$ cat src/inc/rps_pkg.sv
// Constants of the remappable pin select multiplexer: register map, reset values, defaults.
// Assumes a 32-bit AHB-Lite register port with word-aligned byte addresses.
package rps_pkg;

  // ****************************************************************
  // Sizes
  // ****************************************************************
  localparam int unsigned RPS_ADDR_W   = 12;
  localparam int unsigned RPS_NUM_PINS = 8;
  localparam int unsigned RPS_NUM_IN   = 4;
  localparam int unsigned RPS_NUM_OUT  = 4;
  localparam int unsigned RPS_NUM_FIX  = 2;

  // ****************************************************************
  // Register byte offsets
  // ****************************************************************
  localparam logic [RPS_ADDR_W-1:0] RPS_OFF_ANALOG    = 12'h000;
  localparam logic [RPS_ADDR_W-1:0] RPS_OFF_DIRECTION = 12'h004;
  localparam logic [RPS_ADDR_W-1:0] RPS_OFF_LATCH     = 12'h008;
  localparam logic [RPS_ADDR_W-1:0] RPS_OFF_PORT      = 12'h00c;
  localparam logic [RPS_ADDR_W-1:0] RPS_OFF_PULL_UP   = 12'h010;
  localparam logic [RPS_ADDR_W-1:0] RPS_OFF_PULL_DOWN = 12'h014;
  localparam logic [RPS_ADDR_W-1:0] RPS_OFF_LOCK      = 12'h018;
  localparam logic [RPS_ADDR_W-1:0] RPS_OFF_KEY       = 12'h01c;
  localparam logic [RPS_ADDR_W-1:0] RPS_OFF_IMAP_BASE = 12'h040;
  localparam logic [RPS_ADDR_W-1:0] RPS_OFF_OMAP_BASE = 12'h080;

  // ****************************************************************
  // Fields and reset values
  // ****************************************************************
  localparam int unsigned RPS_LOCK_BIT  = 0;
  localparam logic [31:0] RPS_UNLOCK_KEY = 32'h0000_5a5a;
  localparam logic [31:0] RPS_ANALOG_RST = 32'h0000_000f;
  localparam logic [31:0] RPS_RP_MASK    = 32'h0000_00ff;
  localparam logic        RPS_LOCK_RST   = 1'b0;
  localparam logic        RPS_DIR_RST    = 1'b1;

endpackage

$ cat src/hdl/rps_pin_mux.sv
// Remappable pin select multiplexer with AHB-Lite register slave.
// Assumes all inputs synchronous to core_clk; pins are split into in/out/enable.
// Function
// - Remappable peripherals reach no pin until software assigns one.
// - Active remapped peripheral overrides all other digital functions on its pin.
// - Remapped peripherals never override an analog function on the pin.
// - Input and output maps are independent register sets.
// - A lock with key sequence blocks spurious map changes.
// - Only remappable pins accept input and output remapping, both ways.
// - Analog and dedicated-I/O modules are not routed through the mux.
// - After reset, analog-shared pins come up analog.
// - Analog pins disable the input buffer; port and latch reads give 0.
// - Output driver still works with direction output while analog.
// - Enabled higher-precedence fixed function disables all lower ones.
// - Each pin has its own pull-up and pull-down enable bit.
`timescale 1ns/1ps
`default_nettype none

module rps_pin_mux #(
  parameter int unsigned NP          = rps_pkg::RPS_NUM_PINS,
  parameter int unsigned NI          = rps_pkg::RPS_NUM_IN,
  parameter int unsigned NO          = rps_pkg::RPS_NUM_OUT,
  parameter int unsigned NF          = rps_pkg::RPS_NUM_FIX,
  parameter logic [31:0] ANALOG_MASK = rps_pkg::RPS_ANALOG_RST,
  parameter logic [31:0] RP_MASK     = rps_pkg::RPS_RP_MASK
) (
  input  wire logic                          core_clk,
  input  wire logic                          resetn,
  input  wire logic                          ce,
  input  wire logic                          hsel,
  input  wire logic [31:0]                   haddr,
  input  wire logic [1:0]                    htrans,
  input  wire logic                          hwrite,
  input  wire logic [2:0]                    hsize,
  input  wire logic [31:0]                   hwdata,
  input  wire logic                          hready,
  output var  logic                          hreadyout,
  output var  logic                          hresp,
  output var  logic [31:0]                   hrdata,
  input  wire logic [NP-1:0]                 pin_in,
  output var  logic [NP-1:0]                 pin_out,
  output var  logic [NP-1:0]                 pin_oe,
  output var  logic [NP-1:0]                 pin_ibuf_en,
  output var  logic [NP-1:0]                 pin_pull_up,
  output var  logic [NP-1:0]                 pin_pull_down,
  input  wire logic [NO-1:0]                 periph_out,
  input  wire logic [NO-1:0]                 periph_oe,
  output var  logic [NI-1:0]                 periph_in,
  input  wire logic [NP*NF-1:0]              fixed_en,
  input  wire logic [NP*NF-1:0]              fixed_out,
  input  wire logic [NP*NF-1:0]              fixed_oe
);
  import rps_pkg::*;

  localparam int unsigned IW = $clog2(NP + 1);
  localparam int unsigned OW = $clog2(NO + 1);
  localparam int unsigned AW = RPS_ADDR_W;

  // ****************************************************************
  // State
  // ****************************************************************
  typedef struct packed {
    logic [NP-1:0]         analog;
    logic [NP-1:0]         dir;
    logic [NP-1:0]         lat;
    logic [NP-1:0]         pu;
    logic [NP-1:0]         pd;
    logic [NP-1:0]         pin_in;
    logic [NP-1:0]         pin_out;
    logic [NP-1:0]         pin_oe;
    logic [NP-1:0]         ibuf;
    logic [NP-1:0]         pu_o;
    logic [NP-1:0]         pd_o;
    logic [NI-1:0]         per_in;
    logic [NI-1:0][IW-1:0] imap;
    logic [NP-1:0][OW-1:0] omap;
    logic                  locked;
    logic                  armed;
    logic                  rd_pend;
    logic                  wr_pend;
    logic [AW-1:0]         addr;
    logic                  hready;
    logic [31:0]           hrdata;
  } rps_state_t;

  rps_state_t s_q;
  rps_state_t s_d;

  // Map register index from an address, -1 when outside the map block
  function automatic int map_index(input logic [AW-1:0] a, input logic [AW-1:0] base,
                                   input int n);
    int idx;
    idx = -1;
    if (a >= base && a < base + AW'(4 * n) && a[1:0] == 2'b00) begin
      idx = int'((a - base) >> 2);
    end
    return idx;
  endfunction

  // First enabled fixed function of a pin, lowest index highest precedence
  function automatic int fixed_pick(input logic [NF-1:0] en);
    int k;
    k = -1;
    for (int f = NF - 1; f >= 0; f--) begin
      if (en[f]) begin
        k = f;
      end
    end
    return k;
  endfunction

  // ****************************************************************
  // Next state
  // ****************************************************************
  always_comb begin
    logic          take;
    int            ii;
    int            oi;
    int            sel;
    int            fk;
    logic [31:0]   rd;
    s_d  = s_q;
    take = hsel && htrans[1] && hready;
    ii   = -1;
    oi   = -1;
    sel  = 0;
    fk   = -1;
    rd   = 32'h0000_0000;

    // Write data phase, applied to the address taken earlier
    if (s_q.wr_pend) begin
      s_d.wr_pend = 1'b0;
      s_d.armed   = 1'b0;
      ii = map_index(s_q.addr, RPS_OFF_IMAP_BASE, NI);
      oi = map_index(s_q.addr, RPS_OFF_OMAP_BASE, NP);
      unique case (s_q.addr)
        RPS_OFF_ANALOG:    s_d.analog = hwdata[NP-1:0];
        RPS_OFF_DIRECTION: s_d.dir    = hwdata[NP-1:0];
        RPS_OFF_LATCH:     s_d.lat    = hwdata[NP-1:0];
        RPS_OFF_PULL_UP:   s_d.pu     = hwdata[NP-1:0];
        RPS_OFF_PULL_DOWN: s_d.pd     = hwdata[NP-1:0];
        // lock sets freely, clears only right after key
        RPS_OFF_LOCK: begin
          if (hwdata[RPS_LOCK_BIT]) begin
            s_d.locked = 1'b1;
          end else if (s_q.armed) begin
            s_d.locked = 1'b0;
          end
        end
        RPS_OFF_KEY:       s_d.armed  = (hwdata == RPS_UNLOCK_KEY);
        default: begin
          // separate input and output map sets
          if (ii >= 0 && !s_q.locked) begin
            s_d.imap[ii] = hwdata[IW-1:0];
          end
          // output maps only exist on remappable pins
          if (oi >= 0 && !s_q.locked && RP_MASK[oi]) begin
            s_d.omap[oi] = hwdata[OW-1:0];
          end
        end
      endcase
    end

    // Read data phase, one wait state so earlier writes are seen
    if (s_q.rd_pend) begin
      ii = map_index(s_q.addr, RPS_OFF_IMAP_BASE, NI);
      oi = map_index(s_q.addr, RPS_OFF_OMAP_BASE, NP);
      unique case (s_q.addr)
        RPS_OFF_ANALOG:    rd = 32'(s_q.analog);
        RPS_OFF_DIRECTION: rd = 32'(s_q.dir);
        // analog pins read back as 0
        RPS_OFF_LATCH:     rd = 32'(s_q.lat & ~s_q.analog);
        RPS_OFF_PORT:      rd = 32'(s_q.pin_in & ~s_q.analog);
        RPS_OFF_PULL_UP:   rd = 32'(s_q.pu);
        RPS_OFF_PULL_DOWN: rd = 32'(s_q.pd);
        RPS_OFF_LOCK:      rd = 32'(s_q.locked);
        default: begin
          if (ii >= 0) begin
            rd = 32'(s_q.imap[ii]);
          end else if (oi >= 0) begin
            rd = 32'(s_q.omap[oi]);
          end
        end
      endcase
      s_d.hrdata  = rd;
      s_d.hready  = 1'b1;
      s_d.rd_pend = 1'b0;
    end

    // Address phase capture
    if (take) begin
      s_d.addr = haddr[AW-1:0];
      if (hwrite) begin
        s_d.wr_pend = 1'b1;
      end else begin
        s_d.rd_pend = 1'b1;
        s_d.hready  = 1'b0;
      end
    end

    // input buffer off on analog pins
    s_d.ibuf   = ~s_q.analog;
    s_d.pin_in = pin_in & ~s_q.analog;
    s_d.pu_o   = s_q.pu;
    s_d.pd_o   = s_q.pd;

    // Pin ownership: analog, then remap, then fixed precedence, then port
    for (int p = 0; p < NP; p++) begin
      sel = int'(s_q.omap[p]);
      fk  = fixed_pick(fixed_en[p*NF +: NF]);
      if (s_q.analog[p]) begin
        // port driver still usable in analog mode
        s_d.pin_out[p] = s_q.lat[p];
        s_d.pin_oe[p]  = ~s_q.dir[p];
      end else if (RP_MASK[p] && sel != 0 && sel <= NO) begin
        s_d.pin_out[p] = periph_out[sel-1];
        s_d.pin_oe[p]  = periph_oe[sel-1];
      end else if (fk >= 0) begin
        s_d.pin_out[p] = fixed_out[p*NF+fk];
        s_d.pin_oe[p]  = fixed_oe[p*NF+fk];
      end else begin
        s_d.pin_out[p] = s_q.lat[p];
        s_d.pin_oe[p]  = ~s_q.dir[p];
      end
    end

    // only digital remappable pins feed peripheral inputs
    for (int j = 0; j < NI; j++) begin
      sel = int'(s_q.imap[j]);
      if (sel != 0 && sel <= NP && RP_MASK[sel-1]) begin
        s_d.per_in[j] = s_q.pin_in[sel-1];
      end else begin
        s_d.per_in[j] = 1'b0;
      end
    end
  end

  // ****************************************************************
  // State register
  // ****************************************************************
  // analog-shared pins reset to analog
  always_ff @(posedge core_clk or negedge resetn) begin
    if (!resetn) begin
      s_q        <= '0;
      s_q.analog <= ANALOG_MASK[NP-1:0];
      s_q.dir    <= {NP{RPS_DIR_RST}};
      s_q.ibuf   <= ~ANALOG_MASK[NP-1:0];
      s_q.locked <= RPS_LOCK_RST;
      s_q.hready <= 1'b1;
    end else if (ce) begin
      s_q <= s_d;
    end
  end

  // Outputs straight from the state register, except hresp tied to 0
  assign hreadyout     = s_q.hready;
  assign hresp         = 1'b0;
  assign hrdata        = s_q.hrdata;
  assign pin_out       = s_q.pin_out;
  assign pin_oe        = s_q.pin_oe;
  assign pin_ibuf_en   = s_q.ibuf;
  assign pin_pull_up   = s_q.pu_o;
  assign pin_pull_down = s_q.pd_o;
  assign periph_in     = s_q.per_in;

  logic [NP-1:0] nonrp_used;
  always_comb begin
    for (int p = 0; p < NP; p++) begin
      nonrp_used[p] = !RP_MASK[p] && (s_q.omap[p] != '0);
    end
  end

  // Per-pin ownership checks, so every pin the scenarios use is watched
  for (genvar p = 0; p < NP; p++) begin : g_pin_chk

  end
endmodule // rps_pin_mux

`default_nettype wire

$ cat config.mk
export PLATFORM = sky130hd
export DESIGN_NAME = rps_pin_mux
export DESIGN_NICKNAME = d
export VERILOG_FILES = /design/src/inc/rps_pkg.sv /design/src/hdl/rps_pin_mux.sv
export SDC_FILE = /design/constraint.sdc
export NUM_CORES = 1
export LEC_CHECK = 0
export BUFFER_PORTS_ARGS = -buffer_cell sky130_fd_sc_hd__buf_2
export CORE_MARGIN = 5
export CORE_UTILIZATION = 60
export CTS_BUF_LIST = sky130_fd_sc_hd__clkbuf_8 sky130_fd_sc_hd__clkbuf_16
export CTS_CLUSTER_SIZE = 40
export DETAILED_ROUTE_END_ITERATION = 8
export GPL_ROUTABILITY_DRIVEN = 0
export HOLD_SLACK_MARGIN = 0.1
export PLACE_DENSITY = 0.95
export SYNTH_ARGS = -nofsm -noshare
export SYNTH_HDL_FRONTEND = slang
export SYNTH_SLANG_ARGS = --single-unit
$ cat constraint.sdc
create_clock -name core_clk -period 4.1 [get_ports core_clk]
set_input_delay 0.205 -clock core_clk [delete_from_list [all_inputs] [get_ports core_clk]]
set_output_delay 0.205 -clock core_clk [all_outputs]
set_load 0.02 [all_outputs]
**After elaboration in Yosys (flattened, before gate mapping)**

Memories as Yosys holds them, arrays and structs flattened.
Index checks and enable logic that the tools add are counted.
Widths: inputs -> output; s select.

- Output and inout port bits: 78
- Word-level logic and storage cells: 392
- Memories kept: 5
- Latch bits: 0
- Memory bits (read-only): 160
- Register bits after elaboration: 181
- Bits of input ports: 139
- Memory bits (writable): 0

Memory list:

| memory | depth | width | rd ports | clocked after Yosys merged registers in | wr ports | line | source |
|---|---|---|---|---|---|---|---|
| (no name shown) | 32 | 1 | 1 | 0 | 0 | rps_pin_mux.sv:230 | `if (sel != 0 && sel <= NP && RP_MASK[sel-1]) begin` |
| (no name shown) | 32 | 1 | 1 | 0 | 0 | rps_pin_mux.sv:230 |  |
| (no name shown) | 32 | 1 | 1 | 0 | 0 | rps_pin_mux.sv:230 |  |
| (no name shown) | 32 | 1 | 1 | 0 | 0 | rps_pin_mux.sv:230 |  |
| (no name shown) | 32 | 1 | 1 | 0 | 0 | rps_pin_mux.sv:157 | `if (oi >= 0 && !s_q.locked && RP_MASK[oi]) begin` |

- Multiply operators: 0
- Bitwise gates (word level): 14
- $lt $le $gt $ge: 59
- $add $sub $neg: 21
- Shifts and indexed selects: 0
- Reduce and logical (&&, ||, !) cells: 55
- Div/mod/pow operators: 0
- Muxes and demuxes: 199
- Equality and inequality tests: 8

Operator list:

| operator | number |
|---|---|
| $mux 32 | 22 |
| $ge 32x1->1 const B | 14 |
| $lt 32x5->1 const B | 10 |
| $pmux 32 s7 | 1 |
| $add 4x32->32 const A | 4 |
| $mux 1 | 124 |
| $add 3x32->32 const A | 2 |
| $and 8x32->32 | 2 |
| $bmux 1 s4 | 16 |
| $lt 32x4->1 const B | 2 |
| $eq 12x5->1 const B | 4 |
| $mux 33 | 1 |
| $add 2x32->32 const A | 1 |
| $bmux 1 s2 | 16 |
| $eq 32x15->1 const B | 1 |
| $lt 32x7->1 const B | 1 |
| $lt 4x4->1 const B | 8 |
| $not 8->32 | 1 |
| $sub 3x1->4 const B | 8 |
| $lt 5x7->1 const B | 4 |
| $logic_and 1x1->1 | 27 |
| $bwmux 24 | 1 |
| $eq 12x4->1 const B | 2 |
| $le 3x3->1 const B | 8 |
| other kinds (32) | 76 |

**Longest topological paths before layout**

- Depth after elaboration: 14
- Depth in mapped cells: 11

**Least setup slack after synthesis**

OpenSTA, ideal clock, no wires.

- Path type: reg-to-reg
- Start: register s_q[43] in the netlist's numbering
- End: register s_q[74] in the netlist's numbering
- Stages on the path, launching flop included: 9
- Clock period less this slack: 2.723 ns
- Library setup time: 0.125 ns
- Setup slack: 1.377 ns
- Arrival time: 2.599 ns
- Required time: 3.975 ns
- Cell sequence: dfrtp_1 > nor4_4 > and4_1 > nor2b_1 > ha_1 > inv_1 > or4b_4 > nor3_4 > mux2_2

- Word-level cells in the longest chain between the ends: 10

RTL lines:

| what | line | source |
|---|---|---|
| start: declaration | rps_pin_mux.sv:86 | `rps_state_t s_q;` |
| $ge 12x7->1 or $lt 12x7->1 (tied branches) | rps_pin_mux.sv:94 | `if (a >= base && a < base + AW'(4 * n) && a[1:0] == 2'b00) begin` |
| $logic_and 1x1->1 (2 in series) | rps_pin_mux.sv:94 |  |
| $mux 32 | rps_pin_mux.sv:94 |  |
| $mux 32 | rps_pin_mux.sv:131 | `if (s_q.wr_pend) begin` |
| $ge 32x1->1 or $lt 32x4->1 (tied branches) | rps_pin_mux.sv:153, rps_pin_mux.sv:154 |  |
| $logic_and 1x1->1 (implied by the code) | rps_pin_mux.sv:154 | `s_d.imap[ii] = hwdata[IW-1:0];` |
| $mux 4 (implied by the code) | rps_pin_mux.sv:154 |  |
| $demux 4 s2 | rps_pin_mux.sv:154 |  |
| $bwmux 16 | rps_pin_mux.sv:154 |  |

Parallel ways exist; a longest one is shown, timed or not. The select of a mux whose other input is x is not followed.
A chain may end at the register's enable or synchronous reset.

**Worst setup path in the final report**

- Start: register s_q[42] in the netlist's numbering
- End: register s_q[168] in the netlist's numbering

- Word-level cells in the longest chain between the ends: 2

RTL lines:

| what | line | source |
|---|---|---|
| $eq 12x3->1 | rps_pin_mux.sv:136 | `unique case (s_q.addr)` |
| $reduce_and 3->1 (no line) | -- |  |

Every way passes these cells.

==> flow_summary.json <==
{
  "outcome": "finished, final reports clean",
  "clockBufferDepth": 2,
  "grt_max_degree": 97,
  "fin_nets": 1127,
  "drt_iter0_markers": 1290,
  "h-tree-depth": 4,
  "hold_buffers": 27,
  "worstPathArrival_ns": 3.85,
  "antenna_left": 0,
  "grt_most_used_layer": "met2",
  "synth_most_common_cell": "dfrtp_1",
  "seq_area_um2": 3950,
  "synth.area.top_cells": "dfrtp_1, mux2_2, mux4_2",
  "yosys_warnings": 0,
  "die_w_um": 137,
  "hold_class": "in -> reg",
  "start_kind": "flip-flop",
  "cts_tree": "yes",
  "via_per_inst": 6.63,
  "synth-seq-cells": 157,
  "layout.cells.non_filler": 1196,
  "leakage_nw": 5.06,
  "power.total_w": 0.00429,
  "multi_input_area_um2": 4860,
  "grtUsageMet3": 0.0913,
  "synthArstFlopShare": 1.00,
  "met2_usage": 0.521,
  "diodes": 0,
  "use_met1": 0.385,
  "die_y_um": 137,
  "path_class": "reg -> reg",
  "dp_hpwl_um": 20300,
  "cts_buffers": 17,
  "drive_above_1_share": 0.404,
  "clockPowerShare": 0.379,
  "fillers": 1046,
  "drv_slew": 0,
  "synthCells": 842,
  "numPortBuffers": 167,
  "start_util": 0.611,
  "synth.avg_cell_area_um2": 11.5,
  "ir_drop_mv": 0.313,
  "crit_fanout": 15,
  "first_global_vias": 8030,
  "synthTopCellsByCount": "dfrtp_1, mux2_2, buf_4, inv_1, nand2_1",
  "grt_pass1_wl_um": 45900,
  "design.core.area_um2": 15900,
  "route.detailed.drc": 0,
  "hold_viol_final": 0,
  "pwr-share-comb": 0.194,
  "seq_area_frac_synth": 0.407,
  "rows": 46,
  "area_growth_pct": 13.8,
  "p_per_area_nw_per_um2": 388,
  "seqPwrFrac": 0.427,
  "wl_per_cell_um": 25.1,
  "relSlewSlack": 0.112,
  "rsz0062_at_grt": "false",
  "post_cts_buffers": 0,
  "finalSetupTns_ns": 0,
  "dieArea_um2": 18800,
  "clock_skew_ns": 0.0107,
  "antenna_found_initial": 0,
  "synth_area_leader_cell": "dfrtp_1",
  "vias": 7933,
  "cts_sinks": 157,
  "cap_violations": 0,
  "internal_power_w": 0.00287,
  "holdWs_ns": 0.108,
  "worst_pin_slew_ns": 1.32,
  "drt-total-wl_um": 30100,
  "ctsResizeCount": 0,
  "cp.required_ns": 4.47,
  "netlist_area_um2": 9710,
  "fin_crit_sh": 0.847,
  "setup_viol": 0,
  "switching_share": 0.331,
  "clock_latency_ns": 0.45,
  "switchingPower_w": 0.00142,
  "cp-end-kind": "flip-flop",
  "grt_usage": 0.325,
  "place_inst": 1137,
  "clkSlewWorstSetupHoldPaths_ns": 0.07,
  "synth_cell_types": 70,
  "final.min_clock_period_ns": 3.47,
  "first_pass_iters": 6,
  "cts_root_buffer": "clkbuf_16",
  "max_freq_mhz": 288,
  "synth_edf_count": 0,
  "grt_overflow": 0,
  "synth_ff_type": "dfrtp_1",
  "synth_top_cell_area_share": 0.361,
  "io_pins": 217
}
[metal layers]
metal  share of wire  vias to the layer above
met1            0.33                     3770
met3            0.12                      213
li1                -                     3232
met5               0                        -
met2            0.47                      718
met4           0.076                        0
[registers in the layout, summed over array words and instances, names as in the netlist]
register,cells
pin_out,8
hrdata,8
pin_pull_up,8
pin_ibuf_en,8
hreadyout,1
pin_pull_down,8
s_d,16
periph_in,4
s_q,88
pin_oe,8
[power by group through the flow]
stage | logic (W) | clock network, W | registers (W)
floorplan | 0.000649 | 0 | 0.00177
global placement | 0.000741 | 0 | 0.00184
detailed placement | 0.000775 | 0 | 0.00185
CTS | 0.000810 | 0.00161 | 0.00182
global route | 0.000883 | 0.00168 | 0.00184
finish | 0.000832 | 0.00163 | 0.00183
[logic make-up (layout without fill, tap and decap cells)]
logic type,after synthesis,in the layout,share of synthesized area
AO/OA/AOI/OAI,115,115,0.0812
XOR/XNOR,10,10,0.00902
adder cells (fa/ha/maj),21,21,0.0271
buffers and inverters,176,290,0.102
flip-flops,157,157,0.407
multiplexers,196,196,0.263
other,1,25,0.000386
AND/OR/NAND/NOR,166,166,0.111
[cell usage in the layout (no fill, tap or decap), types with 4 or more instances in the layout]
cell type	netlist	final
o22ai_1	4	4
nor4_1	13	13
buf_2	6	166
o311ai_0	4	4
a21oi_1	6	6
inv_1	58	58
or4_1	6	6
o211ai_1	12	12
clkbuf_16	0	17
dfrtp_1	140	140
nor3_1	7	7
nand3b_1	10	10
a22oi_1	6	6
nand4_1	7	7
dfstp_2	17	17
mux2_2	111	111
a221oi_1	5	5
buf_4	79	6
o21a_1	8	8
nand3_1	7	7
nor2_1	18	18
a211oi_1	14	14
dlygate4sd3_1	0	27
mux4_2	32	32
xnor2_1	9	9
nor4_4	4	4
conb_1	1	25
mux2_4	11	11
nor4bb_1	4	4
o31ai_1	10	10
ha_1	21	21
inv_8	0	7
o21ai_0	34	34
nor2b_1	12	12
inv_6	0	4
mux2i_1	40	40
nor4b_1	4	4
nand2_1	41	41
[cell type report]
| type | instances | share of cell area |
|---|---|---|
| Timing Repair Buffer | 200 | 0.105 |
| Clock inverter | 15 | 0.0149 |
| Inverter | 58 | 0.0197 |
| Clock buffer | 17 | 0.0385 |
| Tap cell | 216 | 0.0245 |
| Multi-Input combinational cell | 533 | 0.440 |
| Sequential cell | 157 | 0.357 |
[path summary, 6_finish.rpt]
check / startpoint / depth (start not counted) / end / slack (ns)
max in group asynchronous: resetn / 3 / s_q[174] / 2.67
worst max-delay path: s_q[42] / 4 / s_q[168] / 0.63
worst max register to register: s_q[42] / 4 / s_q[168] / 0.63
min in group asynchronous: resetn / 2 / s_q[60] / 0.43
worst min-delay path: hwdata[7] / 2 / s_d[100] / 0.11
worst min register to register: pin_ibuf_en[5] / 2 / pin_ibuf_en[5] / 0.47
[critical path, stage by stage, from the launching register on]
cell,delay (ns)
dfrtp_1,0.46
or4_1,0.87
nor4_2,0.86
nor2b_1,0.78
mux2_2,0.43
[through the flow]
stage | area, µm² | setup slack (ns) | utilization
floorplan | 9800 | 1.38 | -
global placement | 10200 | 1.09 | 0.641
detailed placement | 10200 | 0.921 | 0.641
CTS | 11100 | 0.729 | 0.696
global route | 11100 | 0.565 | 0.696
finish | 11100 | 0.628 | 0.696
(Power assumes the default switching activity.)
